===== src/hdl/cms_consts.vh =====
// constants of the carrier modulator sequencer
//
// Function
// - 12-bit down counter loaded from mark buffer
// - underflow closes gate, complement compare reopens
// - zero space register matches immediately, no space
// - match reloads counter and active space register
// - timer starts when enable bit set, runs to cycle end after it clears
// - time mode ticks at oscillator divided by eight
// - mark is buffer plus one ticks
// - gate opens with carrier, closes when carrier low
// - baseband: output high in mark, low space
// - prescale bit doubles mark and space durations
// - fsk mode counts carrier periods
// - fsk mark expiry toggles carrier register select, except with extended gap
// - fsk zero space switches without gap
// - extended gap makes whole periods pure space
// - cycle end sets flag, interrupt if enabled
// - space buffer copied every cycle end
// - status read then low-byte access clears flag
// - prescale selects oscillator rate or half oscillator rate
// - external mask blocks pin and keyscan interrupts
// - baseband holds carrier high, disables generator
// - mode bit one selects fsk, resets zero
// - clearing enable finishes cycle then forces low
// - cycle interrupt only when interrupt enable bit set; external interrupt ignores it
`ifndef CMS_CONSTS_VH
`define CMS_CONSTS_VH
`define CMS_OFS_CSR      4'h0
`define CMS_OFS_HIGH     4'h4
`define CMS_OFS_MARK_LO  4'h8
`define CMS_OFS_SPACE_LO 4'hc
`define CMS_BIT_EOC      7
`define CMS_BIT_HALF_RATE_PRESCALE     6
`define CMS_BIT_EXTERNAL_IRQ_MASK    5
`define CMS_BIT_EXTENDED_GAP_ENABLE    4
`define CMS_BIT_BASEBAND_SELECT     3
`define CMS_BIT_MODE     2
`define CMS_BIT_IE       1
`define CMS_BIT_EN       0
`define CMS_CSR_RESET    8'h00
`define CMS_TICK_DIV     3'h7
`endif


===== src/hdl/cms_tick_gen.v =====
// tick generator for the modulator time base
`timescale 1ns/1ps
`include "cms_consts.vh"
module cms_tick_gen (
  input  wire sys_clk_in,
  input  wire rst_n_in,
  input  wire run_in,
  input  wire half_rate_in,
  input  wire fsk_in,
  input  wire carrier_in,
  output reg  tick_out
);
  reg [2:0] div_r;
  reg       half_r;
  reg       car_d_r;
  wire      pre_en;
  wire      car_fall;

  assign pre_en   = ~half_rate_in | half_r;
  assign car_fall = car_d_r & ~carrier_in;

  always @(posedge sys_clk_in or negedge rst_n_in) begin
    if (!rst_n_in) begin
      div_r    <= 3'h0;
      half_r   <= 1'b0;
      car_d_r  <= 1'b0;
      tick_out <= 1'b0;
    end else begin
      car_d_r <= carrier_in;
      if (!run_in) begin
        // the load cycle counts as the first oscillator clock of the mark
        div_r    <= {2'b00, ~half_rate_in};
        half_r   <= 1'b1;
        tick_out <= 1'b0;
      end else begin
        half_r <= ~half_r;
        if (fsk_in) begin
          tick_out <= car_fall;
        end else begin
          if (pre_en)
            div_r <= div_r + 3'h1;
          tick_out <= pre_en && (div_r == `CMS_TICK_DIV);
        end
      end
    end
  end
endmodule // cms_tick_gen


===== src/hdl/cms_modulator.v =====
// modulator sequencer with avalon register slave
`timescale 1ns/1ps
`include "cms_consts.vh"
module cms_modulator #(
  parameter CNT_W = 12
) (
  input  wire        sys_clk_in,
  input  wire        rst_n_in,
  input  wire [3:0]  avs_address_in,
  input  wire        avs_read_in,
  input  wire        avs_write_in,
  input  wire [31:0] avs_writedata_in,
  input  wire [3:0]  avs_byteenable_in,
  output reg  [31:0] avs_readdata_out,
  output reg         avs_waitrequest_out,
  input  wire        carrier_in,
  input  wire        ext_irq_in,
  input  wire        keyscan_irq_in,
  output reg         carrier_gen_run_out,
  output reg         carrier_force_high_out,
  output reg         carrier_select_out,
  output reg         half_rate_out,
  output reg         mod_out,
  output reg         cycle_irq_out,
  output reg         ext_irq_out
);
  localparam ST_IDLE  = 3'b001;
  localparam ST_MARK  = 3'b010;
  localparam ST_SPACE = 3'b100;

  reg [7:0]       csr_r;
  reg [CNT_W-1:0] mark_period_buffer_r;
  reg [CNT_W-1:0] space_period_buffer_r;
  reg [CNT_W-1:0] active_space_register_r;
  reg [CNT_W-1:0] cnt_r;
  wire [CNT_W-1:0] cnt_dec;
  reg [2:0]       st_r;
  reg             gate_r;
  reg             ext_gap_r;
  reg             csr_read_r;
  reg             ack_r;
  reg             stop_req_r;
  wire            tick;
  wire            en_bit;
  wire            baseband_select;
  wire            fsk;
  wire            access;
  wire            rd_acc;
  wire            wr_acc;
  wire            lo_acc;
  wire            match;
  wire            underflow;
  wire            cycle_end;
  wire            running;
  reg  [31:0]     rd_mux;

  function sel;
    input [3:0] a;
    input [3:0] ofs;
    begin
      sel = (a == ofs);
    end
  endfunction

  assign en_bit  = csr_r[`CMS_BIT_EN];
  assign baseband_select    = csr_r[`CMS_BIT_BASEBAND_SELECT];
  assign fsk     = csr_r[`CMS_BIT_MODE];
  assign running = (st_r != ST_IDLE);
  assign access  = (avs_read_in | avs_write_in) & ~ack_r;
  assign rd_acc  = access & avs_read_in;
  assign wr_acc  = access & avs_write_in & avs_byteenable_in[0];
  assign lo_acc  = access & (sel(avs_address_in, `CMS_OFS_MARK_LO) |
                             sel(avs_address_in, `CMS_OFS_SPACE_LO));
  assign cnt_dec = cnt_r - {{(CNT_W-1){1'b0}}, 1'b1};
  // complement of the next count equals active space; zero space matches at underflow
  assign match     = (~cnt_dec == active_space_register_r);
  assign underflow = tick && (cnt_r == {CNT_W{1'b0}});
  assign cycle_end = match && ((underflow && (st_r == ST_MARK)) ||
                               (tick && (st_r == ST_SPACE)));

  cms_tick_gen u_tick (
    .sys_clk_in   (sys_clk_in),
    .rst_n_in     (rst_n_in),
    .run_in       (running),
    .half_rate_in (csr_r[`CMS_BIT_HALF_RATE_PRESCALE]),
    .fsk_in       (fsk),
    .carrier_in   (carrier_in),
    .tick_out     (tick)
  );

  always @* begin
    rd_mux = 32'h0000_0000;
    case (1'b1)
      sel(avs_address_in, `CMS_OFS_CSR):
        rd_mux[7:0] = csr_r;
      sel(avs_address_in, `CMS_OFS_HIGH):
        rd_mux[7:0] = {mark_period_buffer_r[11:8], space_period_buffer_r[11:8]};
      sel(avs_address_in, `CMS_OFS_MARK_LO):
        rd_mux[7:0] = mark_period_buffer_r[7:0];
      sel(avs_address_in, `CMS_OFS_SPACE_LO):
        rd_mux[7:0] = space_period_buffer_r[7:0];
      default:
        rd_mux = 32'h0000_0000;
    endcase
  end

  // bus slave: one wait cycle, answer on second cycle
  always @(posedge sys_clk_in or negedge rst_n_in) begin
    if (!rst_n_in) begin
      ack_r               <= 1'b0;
      avs_waitrequest_out <= 1'b1;
      avs_readdata_out    <= 32'h0000_0000;
    end else begin
      ack_r               <= access;
      avs_waitrequest_out <= ~access;
      if (rd_acc)
        avs_readdata_out <= rd_mux;
    end
  end

  // registers and flag
  always @(posedge sys_clk_in or negedge rst_n_in) begin
    if (!rst_n_in) begin
      csr_r                 <= `CMS_CSR_RESET;
      mark_period_buffer_r  <= {CNT_W{1'b0}};
      space_period_buffer_r <= {CNT_W{1'b0}};
      csr_read_r            <= 1'b0;
    end else begin
      if (access && sel(avs_address_in, `CMS_OFS_CSR))
        csr_read_r <= avs_read_in;
      else if (lo_acc)
        csr_read_r <= 1'b0;
      if (wr_acc) begin
        if (sel(avs_address_in, `CMS_OFS_CSR))
          csr_r[6:0] <= avs_writedata_in[6:0];
        if (sel(avs_address_in, `CMS_OFS_HIGH)) begin
          mark_period_buffer_r[11:8]  <= avs_writedata_in[7:4];
          space_period_buffer_r[11:8] <= avs_writedata_in[3:0];
        end
        if (sel(avs_address_in, `CMS_OFS_MARK_LO))
          mark_period_buffer_r[7:0] <= avs_writedata_in[7:0];
        if (sel(avs_address_in, `CMS_OFS_SPACE_LO))
          space_period_buffer_r[7:0] <= avs_writedata_in[7:0];
      end
      // set wins over clear
      if (cycle_end)
        csr_r[`CMS_BIT_EOC] <= 1'b1;
      else if (lo_acc && csr_read_r)
        csr_r[`CMS_BIT_EOC] <= 1'b0;
    end
  end

  // sequencer
  always @(posedge sys_clk_in or negedge rst_n_in) begin
    if (!rst_n_in) begin
      st_r                    <= ST_IDLE;
      cnt_r                   <= {CNT_W{1'b0}};
      active_space_register_r <= {CNT_W{1'b0}};
      gate_r                  <= 1'b0;
      ext_gap_r               <= 1'b0;
      stop_req_r              <= 1'b0;
      carrier_select_out      <= 1'b0;
    end else begin
      if (!en_bit && running)
        stop_req_r <= 1'b1;
      case (st_r)
        ST_IDLE: begin
          gate_r             <= 1'b0;
          stop_req_r         <= 1'b0;
          carrier_select_out <= 1'b0;
          if (en_bit) begin
            cnt_r                   <= mark_period_buffer_r;
            active_space_register_r <= space_period_buffer_r;
            ext_gap_r               <= csr_r[`CMS_BIT_EXTENDED_GAP_ENABLE];
            gate_r                  <= ~csr_r[`CMS_BIT_EXTENDED_GAP_ENABLE];
            st_r                    <= ST_MARK;
          end
        end
        ST_MARK: begin
          if (underflow) begin
            // outside baseband, gate stays open until the carrier is low
            gate_r <= gate_r && !baseband_select && carrier_in;
            st_r   <= ST_SPACE;
            cnt_r  <= cnt_dec;
            if (fsk && !ext_gap_r)
              carrier_select_out <= ~carrier_select_out;
          end else if (tick)
            cnt_r <= cnt_dec;
        end
        ST_SPACE: begin
          // close the gate while the carrier is low, or at once in baseband
          if (gate_r && (baseband_select || !carrier_in))
            gate_r <= 1'b0;
          if (tick)
            cnt_r <= cnt_dec;
        end
        default:
          st_r <= ST_IDLE;
      endcase
      // end of cycle: reload at the tick edge, no extra cycle spent
      if (cycle_end) begin
        cnt_r                   <= mark_period_buffer_r;
        active_space_register_r <= space_period_buffer_r;
        ext_gap_r               <= csr_r[`CMS_BIT_EXTENDED_GAP_ENABLE];
        if (stop_req_r || !en_bit) begin
          gate_r <= 1'b0;
          st_r   <= ST_IDLE;
        end else begin
          gate_r <= ~csr_r[`CMS_BIT_EXTENDED_GAP_ENABLE];
          st_r   <= ST_MARK;
        end
      end
    end
  end

  // outputs
  always @(posedge sys_clk_in or negedge rst_n_in) begin
    if (!rst_n_in) begin
      carrier_gen_run_out    <= 1'b0;
      carrier_force_high_out <= 1'b0;
      half_rate_out          <= 1'b0;
      mod_out                <= 1'b0;
      cycle_irq_out          <= 1'b0;
      ext_irq_out            <= 1'b0;
    end else begin
      carrier_gen_run_out    <= running && !baseband_select;
      carrier_force_high_out <= baseband_select;
      half_rate_out          <= csr_r[`CMS_BIT_HALF_RATE_PRESCALE];
      mod_out                <= running && gate_r && (baseband_select || carrier_in);
      cycle_irq_out          <= csr_r[`CMS_BIT_EOC] && csr_r[`CMS_BIT_IE];
      ext_irq_out            <= (ext_irq_in | keyscan_irq_in) &&
                                !csr_r[`CMS_BIT_EXTERNAL_IRQ_MASK];
    end
  end
endmodule // cms_modulator


===== config.mk =====
export PLATFORM = sky130hd
export DESIGN_NAME = cms_modulator
export DESIGN_NICKNAME = d
export VERILOG_FILES = /design/src/hdl/cms_tick_gen.v /design/src/hdl/cms_modulator.v
export VERILOG_INCLUDE_DIRS = /design/src /design/src/hdl
export SDC_FILE = /design/constraint.sdc
export NUM_CORES = 1
export LEC_CHECK = 0
export BUFFER_PORTS_ARGS = -buffer_cell sky130_fd_sc_hd__buf_2
export CAP_MARGIN = 20
export CORE_AREA = 5 5 102 104
export CTS_CLUSTER_SIZE = 16
export DETAILED_ROUTE_END_ITERATION = 8
export DIE_AREA = 0 0 107 109
export PLACE_DENSITY = 0.81
export SLEW_MARGIN = 0
export SYNTH_ARGS = -nofsm -noshare
export SYNTH_HDL_FRONTEND = slang
export SYNTH_SLANG_ARGS = --single-unit
export TNS_END_PERCENT = 50

===== constraint.sdc =====
create_clock -name sys_clk_in -period 3.1 [get_ports sys_clk_in]
set_input_delay 0.62 -clock sys_clk_in [delete_from_list [all_inputs] [get_ports sys_clk_in]]
set_output_delay 0.62 -clock sys_clk_in [all_outputs]
set_load 0.05 [all_outputs]

==> results of run 1 <==
cell families after synthesis:
kind of cell	synth area share, %
AO/OA/AOI/OAI	11.7
XOR/XNOR	3.06
adder cells (fa/ha/maj)	0.819
buffers and inverters	7.20
flip-flops	47.0
multiplexers	15.1
other	0.0818
AND/OR/NAND/NOR	15.1
per-layer routing:
metal	part of all wire [%]	vias up
li1	-	1562
met1	44	1665
met2	49	116
met3	4.9	17
met4	2.2	0
met5	0	-
power by group through the flow:
stage          clock network [mW]  registers (mW)  logic (mW)
3_5_place_dp                    0            1.74        1.44
3_3_place_gp                    0            1.72        1.38
2_1_floorplan                   0            1.69        1.15
4_1_cts                     0.901            1.72        1.44
5_1_grt                     0.962            1.77        1.58
6_report                    0.897            1.73        1.44
state kept, by name, indices dropped and copies added, names as in the netlist, 3 cells and up:
signal and cells:
space_period_buffer_r 12, mark_period_buffer_r 12, cnt_r 12, st_r 3, csr_r 8, u_tick.div_r 3, active_space_register_r 12, avs_readdata_out 8
metrics by stage:
stage | worst slack [ns] | total power [mW] | area, µm²
final | 0.165 | 4.06 | 5050
after global routing | 0.0470 | 4.31 | 5050
after CTS | 0.166 | 4.06 | 5050
after detailed placement | 0.161 | 3.18 | 4820
after global placement | 0.279 | 3.10 | 4820
after floorplan | 0.323 | 2.84 | 4670
placed cells by master, fill, tap and decap left out, types with 6 or more instances in the layout:
| cell | count |
|---|---|
| buf_4 | 18 |
| mux2_2 | 40 |
| nor3_1 | 10 |
| clkbuf_8 | 9 |
| o21ai_0 | 13 |
| nand3_1 | 9 |
| a21oi_1 | 21 |
| inv_1 | 9 |
| nor2_1 | 22 |
| nand2b_1 | 7 |
| dfrtp_1 | 84 |
| nand2_1 | 40 |
| buf_2 | 34 |
| mux2i_1 | 13 |
| and2_1 | 7 |
| o22a_1 | 8 |
| mux2_1 | 10 |
| xor2_1 | 6 |
| xnor2_1 | 10 |
| conb_1 | 24 |
layout make-up:
type	instances	share of cell area, %
tap	114	2.82
multi-input combinational	311	43.3
clock buffer	9	2.45
timing repair buffer	52	6.05
clock inverter	7	2.03
inverter	9	0.669
sequential	86	42.7
final timing paths:
kind,to,slack (ns),cells past startpoint
worst min register to register,u_tick.half_r$_DFF_PN0_,0.43,1
worst max-delay path,cnt_r[2]$_DFFE_PN0P_,0.16,9
worst max register to register,cnt_r[2]$_DFFE_PN0P_,0.16,9
worst min-delay path,mod_out$_DFF_PN0_,0.29,1
max in group asynchronous,active_space_register_r[3]$_DFFE_PN0P_,2.05,2
min in group sys_clk_in,u_tick.car_d_r$_DFF_PN0_,0.42,1
==> flow_metrics.tcl, run 1 <==
set metrics [dict create \
    status "completed" \
    hold_path.class "in2async" \
    cts_buffer_depth 2 \
    yosysUniqueCellTypes 55 \
    post_drt_wl_per_cell_um 17.5 \
    yosysTopAreaCell "dfrtp_1" \
    io_pins 87 \
    synth_cells 429 \
    hold_viol 0 \
    max_stage_delay_ns 0.53 \
    period_share_pct 94.7 \
    cp.required_ns 3.35 \
    synth_top_area_share_pct 45.8 \
    syn_area_um2 4590 \
    worstPathMaxFanout 19 \
    synth-seq-cells 86 \
    fin_crit_ns 2.94 \
    ys_warn_count 0 \
    r2r_start "cnt_r[1]$_DFFE_PN0P_" \
    slew_headroom_pct 44.6 \
    htree_levels 3 \
    fp.dieW_um 107 \
    antenna_left 0 \
    antenna_cells 0 \
    row_count 36 \
    startpoint "cnt_r[1]$_DFFE_PN0P_" \
    max-vdd-ir-drop_v 0.000492 \
    cts_resized 0 \
    dp_cells 572 \
    synth_common_cells "dfrtp_1, mux2_2, nand2_1" \
    worstPathArrival_ns 3.18 \
    p_leak_nw 2.29 \
    worstSetupStartpointType "flip-flop" \
    area_delta_synth_final_pct 10.1 \
    multi_input_area_um2 2190 \
    fin_cells 588 \
    grtUsageMet3_pct 3.49 \
    fill_cells 791 \
    die_area_um2 11700 \
    synth_edf_count 0 \
    top_usage_layer "met2" \
    pwr-share-comb_pct 35.4 \
    numCtsBuffers 9 \
    cts_tree "yes" \
    cts_hold_buf 0 \
    nets 519 \
    fin_worst_skew_ns 0.0148 \
    worst-path-buf-inv 1 \
    clk_latency_ns 0.36 \
    async_reset_ff_share_pct 100 \
    seqPwrFrac_pct 42.5 \
    routed_wl_um 10300 \
    numPortBuffers 35 \
    drc_errors 0 \
    via_count 3360 \
    internal_power_mw 2.51 \
    numClockSinks 86 \
    cp-end-kind "flip-flop" \
    yosys-top-cells-area "dfrtp_1, mux2_2, buf_4" \
    clkTransAtPathRegs_ns 0.10 \
    gp_congestion 0.921 \
    synth.avg_cell_area_um2 10.7 \
    setup_viol 0 \
    rsz0062_at_grt "false" \
    tns_ns 0 \
    cap_violations 0 \
    power_density_nw_per_um2 804 \
    area.sequential_um2 2150 \
    grt_pass1_vias 3431 \
    antenna_found_initial 0 \
    slew_violations 0 \
    clockPowerShare_pct 22.1 \
    drive_gt1_share_pct 25.9 \
    vias_per_cell 5.71 \
    grt_max_degree 59 \
    yosysMostFrequentCell "dfrtp_1" \
    seq_area_frac_synth_pct 47.0 \
    tightest_slew_ns 0.824 \
    core_area_um2 9460 \
    initial_core_util_pct 48.5 \
    critical_path_class "reg2reg" \
    max_freq_mhz 341 \
    p_sw_mw 1.55 \
    p_sw_share_pct 38.1 \
    grt.overflow.total 0 \
    cts-root-buf "clkbuf_8" \
    cpMaxStageDelayCell "a31oi_4" \
    crit_family "compound AO/OA/AOI/OAI gates" \
    first_pass_iters 4 \
    drt-initial-drc-count 181 \
    synth-main-ff-cell "dfrtp_1" \
    die_y_um 109 \
    grt_pass1_wl_um 17000 \
    crit_chain "inv_1 > ha_1 > or3b_1 > nor3_2 > mux2i_1 > a22o_1 > a31oi_4 > mux2_2 > o22a_1" \
    grtUsageMet2_pct 31.4 \
    whs_ns 0.288 \
    dpl.hpwl_um 7740 \
    grt_usage_pct 18.6 \
    use_met1_pct 23.9 \
    cts_setup_buffers 0 \
    final_util_pct 53.4 \
]
Note: power is estimated with default switching activity, not from simulation.
==> run 2, diff against run 1 <==
--- a/config.mk
+++ b/config.mk
@@ -9,6 +9,7 @@
 export BUFFER_PORTS_ARGS = -buffer_cell sky130_fd_sc_hd__buf_2
 export CAP_MARGIN = 20
 export CORE_AREA = 5 5 102 104
+export CTS_BUF_LIST = sky130_fd_sc_hd__clkbuf_16
 export CTS_CLUSTER_SIZE = 16
 export DETAILED_ROUTE_END_ITERATION = 8
 export DIE_AREA = 0 0 107 109
==> flow_metrics.tcl, run 2 (same netlist as run 1, synthesis figures left out) <==
set metrics [dict create \
    status "completed" \
    numCtsBuffers 9 \
    row_count 36 \
    power_density_nw_per_um2 846 \
    grt_max_degree 59 \
    cts_resized 0 \
    numPortBuffers 35 \
    seqPwrFrac_pct 39.7 \
    via_count 3372 \
    worstPathMaxFanout 19 \
    routed_wl_um 10400 \
    cp.required_ns 3.32 \
    fin_worst_skew_ns 0.00935 \
    cts_buffer_depth 2 \
    layout_common_cells "dfrtp_1, nand2_1, mux2_2" \
    tightest_slew_ns 0.816 \
    post_drt_wl_per_cell_um 17.8 \
    clkTransAtPathRegs_ns 0.07 \
    total_power_mw 4.36 \
    numClockSinks 86 \
    vias_per_cell 5.73 \
    pwr-share-comb_pct 33.1 \
    cts_hold_buf 0 \
    tns_ns 0 \
    drive_gt1_share_pct 25.9 \
    first_pass_iters 4 \
    fin_cells 588 \
    p_sw_mw 1.59 \
    core_area_um2 9460 \
    drt-initial-drc-count 256 \
    period_share_pct 94.7 \
    slew_violations 0 \
    internal_power_mw 2.77 \
    p_leak_nw 2.34 \
    cts_setup_buffers 0 \
    drc_errors 0 \
    clockPowerShare_pct 27.2 \
    cp-end-kind "flip-flop" \
    antenna_cells 0 \
    hold_path.class "in2async" \
    fin_crit_ns 2.94 \
    nets 519 \
    hold_viol 0 \
    max-vdd-ir-drop_v 0.000475 \
    grt.overflow.total 0 \
    max_freq_mhz 341 \
    area_delta_synth_final_pct 12.3 \
    slew_headroom_pct 45.1 \
    grt_pass1_vias 3422 \
    grt_pass1_wl_um 17100 \
    clk_latency_ns 0.33 \
    rsz0062_at_grt "false" \
    fp.dieW_um 107 \
    antenna_left 0 \
    htree_levels 3 \
    dpl.hpwl_um 7740 \
    cap_violations 0 \
    worstPathArrival_ns 3.16 \
    io_pins 87 \
    dp_cells 572 \
    cts_tree "yes" \
    initial_core_util_pct 48.5 \
    critical_path_class "reg2reg" \
    die_area_um2 11700 \
    p_sw_share_pct 36.4 \
    worstSetupStartpointType "flip-flop" \
    layout_commonest_cell "dfrtp_1" \
    grt_usage_pct 18.8 \
    antenna_found_initial 0 \
    gp_congestion 0.921 \
    die_y_um 109 \
    cts-root-buf "clkbuf_16" \
    setup_viol 0 \
]
## run 2: cell count changes in the layout (fill, tap and decap cells not counted)
cell	delta
clkbuf_8	-9
clkbuf_16	+9
## run 2: final timing paths
| path | startpoint | cells past startpoint | slack (ns) | end |
|---|---|---|---|---|
| setup reg to reg | cnt_r[1]$_DFFE_PN0P_ | 9 | 0.16 | cnt_r[2]$_DFFE_PN0P_ |
| setup / recovery | cnt_r[1]$_DFFE_PN0P_ | 9 | 0.16 | cnt_r[2]$_DFFE_PN0P_ |
| min in group sys_clk_in | u_tick.half_r$_DFF_PN0_ | 1 | 0.44 | u_tick.half_r$_DFF_PN0_ |
| hold / removal | rst_n_in | 1 | 0.33 | mod_out$_DFF_PN0_ |
| max in group asynchronous | rst_n_in | 2 | 2.02 | st_r[0]$_DFFE_PN1P_ |
| hold reg to reg | u_tick.half_r$_DFF_PN0_ | 1 | 0.44 | u_tick.half_r$_DFF_PN0_ |
## run 2: routing by layer
metal  global-route usage (%)  up-vias  part of all wire, %
met2                     32.6      124                   51
met5                        0        -                    0
met3                     2.43       17                  5.6
met1                     24.0     1673                   42
li1                         -     1558                    -
met4                     7.40        0                  2.0
## run 2: through the flow
| stage | hold WS, ns | cell area [µm²] | utilization (%) | setup slack, ns |
|---|---|---|---|---|
| 5_1_grt | 0.387 | 5150 | 54.5 | 0.0469 |
| 3_5_place_dp | 0.424 | 4820 | 51.0 | 0.161 |
| 3_3_place_gp | 0.411 | 4820 | 51.0 | 0.279 |
| 6_report | 0.331 | 5150 | 54.5 | 0.163 |
| 2_1_floorplan | 0.324 | 4670 | - | 0.323 |
| 4_1_cts | 0.361 | 5150 | 54.5 | 0.167 |
## run 2: power by group through the flow
stage / sequential [mW] / combinational (mW) / clock [mW]
2_1_floorplan: 1.69 / 1.15 / 0
3_3_place_gp: 1.72 / 1.38 / 0
3_5_place_dp: 1.74 / 1.44 / 0
4_1_cts: 1.73 / 1.44 / 1.19
5_1_grt: 1.77 / 1.58 / 1.24
6_report: 1.73 / 1.44 / 1.18
## run 2: worst max-delay path, stage by stage (launching register included)
cell,delay (ns)
dfrtp_1,0.43
inv_1,0.07
ha_1,0.15
or3b_1,0.43
nor3_2,0.24
mux2i_1,0.12
a22o_1,0.25
a31oi_4,0.53
mux2_2,0.41
o22a_1,0.20
## run 2: cell type report
cell class                      count  area [µm²]
Inverter                            9        33.8
Timing Repair Buffer               52         305
Clock buffer                        9         225
Clock inverter                      7         103
Fill cell                         777        4310
Multi-Input combinational cell    311        2190
Tap cell                          114         143
Sequential cell                    86        2150
